File: config.mk
export PLATFORM = sky130hd
export DESIGN_NAME = chip_reset_generator
export DESIGN_NICKNAME = d
export VERILOG_FILES = /design/src/rtl/chip_reset_pkg.sv /design/src/rtl/reset_release_sync.sv /design/src/rtl/chip_reset_generator.sv
export SDC_FILE = /design/constraint.sdc
export NUM_CORES = 1
export LEC_CHECK = 0
export ABC_AREA = 1
export BUFFER_PORTS_ARGS = -buffer_cell sky130_fd_sc_hd__clkbuf_2
export CAP_MARGIN = 10
export CORE_UTILIZATION = 23
export DETAILED_ROUTE_END_ITERATION = 8
export GPL_ROUTABILITY_DRIVEN = 1
export SLEW_MARGIN = 0
export SYNTH_ARGS = -nofsm -noshare
export SYNTH_HDL_FRONTEND = slang
export SYNTH_SLANG_ARGS = --single-unit
File: constraint.sdc
create_clock -name mclk -period 2.35 [get_ports mclk]
set_input_delay 0.1175 -clock mclk [delete_from_list [all_inputs] [get_ports mclk]]
set_output_delay 0.1175 -clock mclk [all_outputs]
set_load 0.01 [all_outputs]
File: src/rtl/chip_reset_pkg.sv
package chip_reset_pkg;

  // bit positions inside the control words presented on the ports
  localparam int SW_SYS_RESET_BIT      = 8;
  localparam int HOST_POWER_INVERT_BIT = 0;
  localparam int TEST_SUPPLY_RST_BIT   = 1;
  localparam int CTRL_W                = 32;

  // timing
  localparam int MCLK_PERIOD_NS       = 40;
  localparam int STRETCH_TIME_NS      = 1000000;
  localparam int STRETCH_CYCLES_DFLT  = (STRETCH_TIME_NS + MCLK_PERIOD_NS - 1) / MCLK_PERIOD_NS;
  localparam int SYNC_STAGES          = 2;
  localparam int NUM_BLOCKS_DFLT      = 8;
  localparam int WD_COUNT_W_DFLT      = 8;

  // supply monitor indications, all from outside the clock domain
  typedef struct packed {
    logic regulatorStable;  // internal regulator at target
    logic pllRailGood;      // pll rail at nominal level
    logic batteryGood;      // coin cell at or above its threshold
    logic mainPresent;      // main supply present
  } supply_s;

  typedef enum logic [1:0] {
    BAT_IDLE  = 2'b00,
    BAT_PULSE = 2'b01,
    BAT_HOLD  = 2'b10
  } bat_state_e;

endpackage : chip_reset_pkg

File: src/rtl/reset_release_sync.sv
`timescale 1ns/1ps
`default_nettype none
module reset_release_sync
  import chip_reset_pkg::*;
#(
  parameter int STAGES = SYNC_STAGES
) (
  input  wire logic mclk,
  input  wire logic assertIn,
  output logic      resetOut
);

  logic [STAGES-1:0] shift_q;
  logic [STAGES-1:0] shift_d;

  // assertion is immediate, release walks through the chain so it lands on a clock edge
  always_comb begin
    shift_d = {shift_q[STAGES-2:0], 1'b0};
  end

  always_ff @(posedge mclk or posedge assertIn) begin
    if (assertIn) begin
      shift_q <= '1;
    end else begin
      shift_q <= shift_d;
    end
  end

  assign resetOut = shift_q[STAGES-1];

endmodule : reset_release_sync
`default_nettype wire

File: src/rtl/chip_reset_generator.sv
// Functional notes
// - battery reset pulse on main rise if battery low
// - battery swap without main holds reset until main
// - no battery reset while main supply present, except the main-rise pulse
// - main-supply reset from regulator and pll rail
// - separate main-supply reset for surviving registers
// - system reset from all five sources
// - host power reset follows system reset
// - host reset on system, power-good low, invert
// - watchdog keeps its count and battery logic
// - glitch protection not armed by watchdog
// - watchdog reset sets sticky watchdog flag
// - no-watchdog reset only main supply or pin
// - processor reset stretched 1 ms after system
// - block reset needs enable bit and unlock
// - test bit forces main-supply reset
`timescale 1ns/1ps
`default_nettype none
module chip_reset_generator
  import chip_reset_pkg::*;
#(
  parameter int NUM_BLOCKS     = NUM_BLOCKS_DFLT,
  parameter int STRETCH_CYCLES = STRETCH_CYCLES_DFLT,
  parameter int WD_COUNT_W     = WD_COUNT_W_DFLT
) (
  input  wire logic                   mclk,
  input  wire logic                   rstn,
  input  wire supply_s                supplies,
  input  wire logic                   externalResetInN,
  input  wire logic                   hostPowerGood,
  input  wire logic                   watchdogEvent,
  input  wire logic                   coreResetRequest,
  input  wire logic [CTRL_W-1:0]      systemResetCtl,
  input  wire logic [CTRL_W-1:0]      powerResetCtl,
  input  wire logic [CTRL_W-1:0]      hostGlobalTest,
  input  wire logic [NUM_BLOCKS-1:0]  blockResetEnable,
  input  wire logic                   resetEnableUnlocked,
  input  wire logic                   watchdogFlagClear,
  output logic                        batteryReset,
  output logic                        mainSupplyReset,
  output logic                        systemReset,
  output logic                        hostPowerReset,
  output logic                        hostReset,
  output logic                        systemResetNoWatchdog,
  output logic                        processorReset,
  output logic                        glitchGuardActive,
  output logic [NUM_BLOCKS-1:0]       blockReset,
  output logic                        watchdogFlag,
  output logic [WD_COUNT_W-1:0]       watchdogCount
);

  localparam int PIN_W = 6;
  localparam int CNT_W = $clog2(STRETCH_CYCLES + 1);
  localparam logic [CNT_W-1:0] STRETCH_LOAD = CNT_W'(STRETCH_CYCLES);

  ////////////////////////////////////////////////////////////////////////////
  // reset release and pin synchronisers

  logic [SYNC_STAGES-1:0] rstnSync_q;
  logic                   rstnInt;
  logic [PIN_W-1:0]       pinRaw;
  logic [PIN_W-1:0]       pinA_q;
  logic [PIN_W-1:0]       pinB_q;

  always_ff @(posedge mclk or negedge rstn) begin
    if (!rstn) begin
      rstnSync_q <= '0;
    end else begin
      rstnSync_q <= {rstnSync_q[SYNC_STAGES-2:0], 1'b1};
    end
  end
  assign rstnInt = rstnSync_q[SYNC_STAGES-1];

  assign pinRaw = {supplies, externalResetInN, hostPowerGood};

  // first stage feeds only the second stage
  always_ff @(posedge mclk or negedge rstnInt) begin
    if (!rstnInt) begin
      pinA_q <= '0;
      pinB_q <= '0;
    end else begin
      pinA_q <= pinRaw;
      pinB_q <= pinA_q;
    end
  end

  supply_s supS;
  logic    extNS;
  logic    hostGoodS;
  assign {supS, extNS, hostGoodS} = pinB_q;

  ////////////////////////////////////////////////////////////////////////////
  // battery-domain reset

  bat_state_e batState_q;
  bat_state_e batState_d;
  logic       mainPrev_q;
  logic       batPrev_q;
  logic       batteryReset_q;
  logic       batteryReset_d;
  logic       mainRise;
  logic       batRise;

  assign mainRise = supS.mainPresent & ~mainPrev_q;
  assign batRise  = supS.batteryGood & ~batPrev_q;

  always_comb begin
    batState_d = batState_q;
    unique case (batState_q)
      BAT_IDLE: begin
        if (mainRise && !supS.batteryGood) begin
          batState_d = BAT_PULSE;
        end else if (!supS.mainPresent && batRise) begin
          batState_d = BAT_HOLD;
        end
      end
      BAT_PULSE: begin
        batState_d = BAT_IDLE;
      end
      BAT_HOLD: begin
        if (supS.mainPresent) begin
          batState_d = BAT_IDLE;
        end
      end
      default: begin
        batState_d = BAT_IDLE;
      end
    endcase
    // swaps and sags with main present fall through IDLE untouched
    batteryReset_d = (batState_d != BAT_IDLE);
  end

  always_ff @(posedge mclk or negedge rstnInt) begin
    if (!rstnInt) begin
      batState_q     <= BAT_IDLE;
      mainPrev_q     <= 1'b0;
      batPrev_q      <= 1'b0;
      batteryReset_q <= 1'b0;
    end else begin
      batState_q     <= batState_d;
      mainPrev_q     <= supS.mainPresent;
      batPrev_q      <= supS.batteryGood;
      batteryReset_q <= batteryReset_d;
    end
  end
  assign batteryReset = batteryReset_q;

  ////////////////////////////////////////////////////////////////////////////
  // reset sources; every derived reset goes through a release synchroniser

  logic mainAssert;
  logic sysAssert;
  logic noWdAssert;
  logic hostAssert;
  logic procAssert;
  logic [CNT_W-1:0] stretch_q;
  logic [CNT_W-1:0] stretch_d;
  logic [NUM_BLOCKS-1:0] blockAssert;

  always_comb begin
    mainAssert = ~(supS.regulatorStable & supS.pllRailGood)
                 | hostGlobalTest[TEST_SUPPLY_RST_BIT];
    sysAssert  = mainAssert | ~extNS | watchdogEvent
                 | systemResetCtl[SW_SYS_RESET_BIT] | coreResetRequest;
    noWdAssert = mainAssert | ~extNS;
    hostAssert = sysAssert | ~hostGoodS | powerResetCtl[HOST_POWER_INVERT_BIT];
    procAssert = sysAssert | systemReset | (stretch_q != '0);
    blockAssert = blockResetEnable & {NUM_BLOCKS{resetEnableUnlocked}};
  end

  // counter reloads while system reset stands, so the stretch starts at its release
  always_comb begin
    if (systemReset) begin
      stretch_d = STRETCH_LOAD;
    end else if (stretch_q != '0) begin
      stretch_d = stretch_q - CNT_W'(1);
    end else begin
      stretch_d = stretch_q;
    end
  end

  always_ff @(posedge mclk or negedge rstnInt) begin
    if (!rstnInt) begin
      stretch_q <= STRETCH_LOAD;
    end else begin
      stretch_q <= stretch_d;
    end
  end

  // the main-supply copy is kept apart for registers outside system reset
  reset_release_sync u_mainSync (.mclk(mclk), .assertIn(mainAssert | ~rstnInt), .resetOut(mainSupplyReset));
  reset_release_sync u_sysSync  (.mclk(mclk), .assertIn(sysAssert | ~rstnInt),  .resetOut(systemReset));
  reset_release_sync u_vccSync  (.mclk(mclk), .assertIn(sysAssert | ~rstnInt),  .resetOut(hostPowerReset));
  reset_release_sync u_hostSync (.mclk(mclk), .assertIn(hostAssert | ~rstnInt), .resetOut(hostReset));
  reset_release_sync u_noWdSync (.mclk(mclk), .assertIn(noWdAssert | ~rstnInt), .resetOut(systemResetNoWatchdog));
  reset_release_sync u_procSync (.mclk(mclk), .assertIn(procAssert | ~rstnInt), .resetOut(processorReset));
  // glitch guard follows only supply and pin sources, never the watchdog
  reset_release_sync u_glSync   (.mclk(mclk), .assertIn(noWdAssert | ~rstnInt), .resetOut(glitchGuardActive));

  for (genvar i = 0; i < NUM_BLOCKS; i++) begin : g_block
    reset_release_sync u_blkSync (.mclk(mclk), .assertIn(blockAssert[i] | ~rstnInt), .resetOut(blockReset[i]));
  end

  ////////////////////////////////////////////////////////////////////////////
  // watchdog record; count cleared only by the no-watchdog reset so it survives, flag also by watchdogFlagClear

  logic                  wdPrev_q;
  logic                  wdFlag_q;
  logic                  wdFlag_d;
  logic [WD_COUNT_W-1:0] wdCount_q;
  logic [WD_COUNT_W-1:0] wdCount_d;
  logic                  wdRise;

  assign wdRise = watchdogEvent & ~wdPrev_q;

  always_comb begin
    // set beats a clear arriving in the same cycle
    wdFlag_d  = wdRise | (wdFlag_q & ~watchdogFlagClear);
    wdCount_d = wdCount_q;
    if (wdRise && (wdCount_q != '1)) begin
      wdCount_d = wdCount_q + WD_COUNT_W'(1);
    end
  end

  always_ff @(posedge mclk or posedge systemResetNoWatchdog) begin
    if (systemResetNoWatchdog) begin
      wdPrev_q  <= 1'b0;
      wdFlag_q  <= 1'b0;
      wdCount_q <= '0;
    end else begin
      wdPrev_q  <= watchdogEvent;
      wdFlag_q  <= wdFlag_d;
      wdCount_q <= wdCount_d;
    end
  end
  assign watchdogFlag  = wdFlag_q;
  assign watchdogCount = wdCount_q;
endmodule : chip_reset_generator
`default_nettype wire

Word-level counts from Yosys, hierarchy flattened. Cells that the tools add are included.

Flip-flop bits (word level): 74.

Add/subtract/negate cells: 2. Reductions and logical operators: 9. Bitwise operators: 37. Mux-type cells: 6. Equal/unequal tests: 2.

Operators with widths (count): $mux W15 (2); $or A1 B1 Y1 (23); $reduce_bool A15 Y1 (1); $sub A15 B1 Y15 const B (1); $add A8 B1 Y8 const B (1); $and A8 B8 Y8 (1); $ne A8 B8 Y1 const B (1); $not A1 Y1 (8); $mux W2 (3); $and A1 B1 Y1 (5); $pmux W2 S2 (1); $reduce_bool A2 Y1 (2); $logic_and A1 B1 Y1 (3); $eq A2 B2 Y1 const B (1); $logic_not A1 Y1 (2); $logic_not A2 Y1 (1).

Longest topological paths before layout.
Depth after elaboration: 10. Depth in mapped cells: 9.

Cells and area by module. From an unflattened synthesis, not the netlist that was laid out.

Cells, all modules: 320. Area total of the unflattened synthesis: 3007.9 µm².

Modules (own cells, without submodules): chip_reset_generator (instances 1, area each 2107.0 µm², cells an instance 260, sequential area each 1108.6 µm²); reset_release_sync (instances 15, area each 60.1 µm², cells an instance 4, sequential area each 52.6 µm²).

Worst setup path before layout. OpenSTA, ideal clock, no wires.

Kind: register to register. Start: register stretch_q[0]. End: register stretch_q[1]. Required time: 2.233 ns. Stages on the path, launching flop included: 8. Setup time: 0.117 ns. Path buffers: 0. Path slack: 0.987 ns. Arrival time: 1.246 ns. Cell sequence: dfrtp_1 inv_1 ha_1 nand2_4 nor2_8 nand3_4 nand2_1 o21ai_2.

Word-level cells in the longest chain between the ends: 3. Elaborated cells between the ends (all ways): 5.

RTL lines: start, declared (line chip_reset_generator.sv:156) `logic [CNT_W-1:0] stretch_q;`; start signal, assigned (line chip_reset_generator.sv:186) `stretch_q <= stretch_d;`; $sub A15 B1 Y15 (line chip_reset_generator.sv:176) `stretch_d = stretch_q - CNT_W'(1);`; $mux W15 (line chip_reset_generator.sv:175) `end else if (stretch_q != '0) begin`; $mux W15 (line chip_reset_generator.sv:173) `if (systemReset) begin`.

Several ways; a longest one is shown, not always the timed one. The select of a mux whose other input is x is not followed. A chain may end at the register's enable or synchronous reset.

Worst setup path in the final report.
Start: register stretch_q[0]. End: register stretch_q[12].

Same word-level chain as after synthesis.

==> metrics.txt <==
fmax ~0.63 GHz; commonest non-fill, non-tap cell in the layout nand2_1; worst IR drop on VDD 0.4506 mV; dpl hpwl 3626 um; max cap viols 0; Overflow after GRT 0; Req. time, crit path 2570 ps; initial antenna violation count 0; clk slew on worst S/H paths 50 ps; Ports 141; RePlAce Congestion around 0.86; crit start category register; leakage power 1.814 nW; setup TNS 0 ps; crit path kind register to register; Die Width between 100 and 150 um; top post-synthesis cells by area dfrtp_1, dfstp_2, nand2_1, inv_1, nor2_1; Reg-to-Reg End stretch_q[12]; Max clock buf depth 2; mapped cell area 2845 um^2; clk sinks 70; Cells after Synth 284; Yosys reg bits 70; # diodes 0; worst setup slack after layout 769.6 ps; global-route usage over all layers around 9%; Clock Latency Late Sink 330 ps; Setup WS pre-CTS 753.9 ps; H-tree Lvls 3; fin crit share about two thirds; Worst Tran Pin Value 528.0 ps; number of CTS-inserted buffers 9; DR vias/cell just under 4; initial drt markers 99; IO buf count 47; Die Span Y 113.2 um; final setup fails 0; Min Hold Slack 14.19 ps; largest net degree at the start of global routing 33; Distinct cells, synth 33; drt drc 0; layout cells sized above 1 31.78%; vias in the first global route 1841; R2R Setup Slk 770 ps; crit path to stretch_q[12]; register area share after synthesis 62.97%; Hold Vio Cnt, Final 0; commonest cells after routing, fill and taps aside nand2_1, clkbuf_2, dfrtp_1; biggest area consumer among synthesized cells dfrtp_1; Rows 40; Initial DRT Pass Iterations 4; Hold WC Path Type input port to async pin; RSZ-0062 raised after global routing no; Post-CTS Hold Fix Bufs 17; root buffer cell clkbuf_16; Worst Reg-to-Reg Cells 7; synthesized area per cell 10.02 um^2; critical path startpoint stretch_q[0]; global-route wire length before repair roughly 8500 um; CTS resizes 0; nets@finish 478; Setup Fix Bufs, Post-CTS 0; Setup Skew ~3.2 ps; crit end category register; DIE AREA 12820 um^2; ANT nets after route 0; status finished, final reports clean; top cell type's share of synthesized area between 30% and 40%; Final Critical Period about 1600 ps; via count 1983; Core Area between 10000 and 15000 um^2; Cell Pwr Density between 800 and 900 nW/um^2; Starting Density around a quarter; Reg-to-Reg Start stretch_q[0]; CTS tree yes; Layout area overhead 29.46%; Post-Route WL roughly 5000 um; slew margin rel. 64.76%; WL/cell ~9.8 um; Ys Warns 0; CP Max Fanout 8; pins over their slew limit 0; Crit path arrival time 1800 ps
[worst min path at each step]
| stage | startpoint | end | slack, ps | cells after the start |
|---|---|---|---|---|
| finish | powerResetCtl[0] | u_hostSync.shift_q[0] | 10 | 2 |
| global route | resetEnableUnlocked | g_block[1].u_blkSync.shift_q[0] | 50 | 2 |
| detailed placement | rstn | rstnSync_q[0] | -90 | 1 |
| CTS | powerResetCtl[0] | u_hostSync.shift_q[1] | 20 | 2 |
| global placement | rstn | rstnSync_q[0] | -90 | 1 |
| floorplan | rstn | rstnSync_q[0] | -180 | 0 |
[flip-flops by register name (all words and copies together) (netlist names)]
| register | flops |
|---|---|
| u_sysSync.shift_q | 1 |
| watchdogCount | 8 |
| batPrev_q | 1 |
| pinA_q | 6 |
| batState_q | 2 |
| stretch_q | 15 |
| wdPrev_q | 1 |
| pinB_q | 6 |
| g_block.u_blkSync.shift_q | 16 |
| watchdogFlag | 1 |
| u_vccSync.shift_q | 1 |
| batteryReset | 1 |
| u_glSync.shift_q | 2 |
| u_procSync.shift_q | 2 |
| rstnSync_q | 2 |
| mainPrev_q | 1 |
| u_hostSync.shift_q | 2 |
| u_mainSync.shift_q | 2 |
[worst max-delay path: stages (launching register included)]
cell	delay, ps
dfrtp_1	380
inv_1	150
ha_1	330
nand2_4	130
nor2_8	140
nand3_4	140
clkinv_2	140
nor2_1	60
[Yosys cell counts, drive strengths merged]
| master | number |
|---|---|
| a21oi | 9 |
| inv | 36 |
| ha | 2 |
| dfstp | 32 |
| nor3 | 4 |
| xor2 | 2 |
| nand2 | 62 |
| nand4 | 4 |
| nor2 | 38 |
| conb | 2 |
| nand3b | 3 |
| clkinv | 1 |
| nand3 | 21 |
| dfrtp | 38 |
| clkbuf | 1 |
| nor4 | 1 |
| o21bai | 1 |
| o22ai | 1 |
| o21ai | 8 |
| xnor2 | 1 |
| buf | 11 |
| nor3b | 1 |
| or2 | 5 |
[logic make-up after synthesis]
logic type                 synth area share (%)
AOI/OAI and AO/OA                         3.738
xor gates and xnor gates                 0.9237
adders and majority gates                0.8794
buffers and inverters                     7.959
DFF                                       62.97
other                                    0.2640
and+or+nand+nor                           23.26
[metrics by stage]
step           instance area [um^2]  total power, mW  utilization [%]  instances
2_1_floorplan                  2890            1.599                -        296
3_3_place_gp                   3231            1.705            26.90        479
3_5_place_dp                   3231            1.715            26.90        479
4_1_cts                        3684            3.032            30.67        512
5_1_grt                        3684            3.140            30.67        512
6_report                       3684            2.969            30.67        512
[layout make-up]
| type | instances | area [um^2] |
|---|---|---|
| Fill cell | 1239 | 8328 |
| Sequential cell | 70 | 1792 |
| Multi-Input combinational cell | 177 | 872.1 |
| Timing Repair Buffer | 65 | 412.9 |
| Clock buffer | 15 | 277.8 |
| Tap cell | 147 | 183.9 |
| Inverter | 37 | 140.1 |
| Clock inverter | 1 | 5.005 |
[report_power, final]
group	internal (mW)	total, mW	switching, mW
Clock	0.799	1.26	0.457
Sequential	1.32	1.39	0.0709
Combinational	0.136	0.323	0.187
Total	2.25	2.97	0.714
[routing by layer]
layer  track usage, %  routed length [um]  up-vias
met2            13.66                2312       55
met3            4.821                 318        3
met5                0                   0        -
li1                 -                   -     1014
met4            1.842                  36        0
met1            10.56                2374      911
Power figures use the tool's default switching activity.
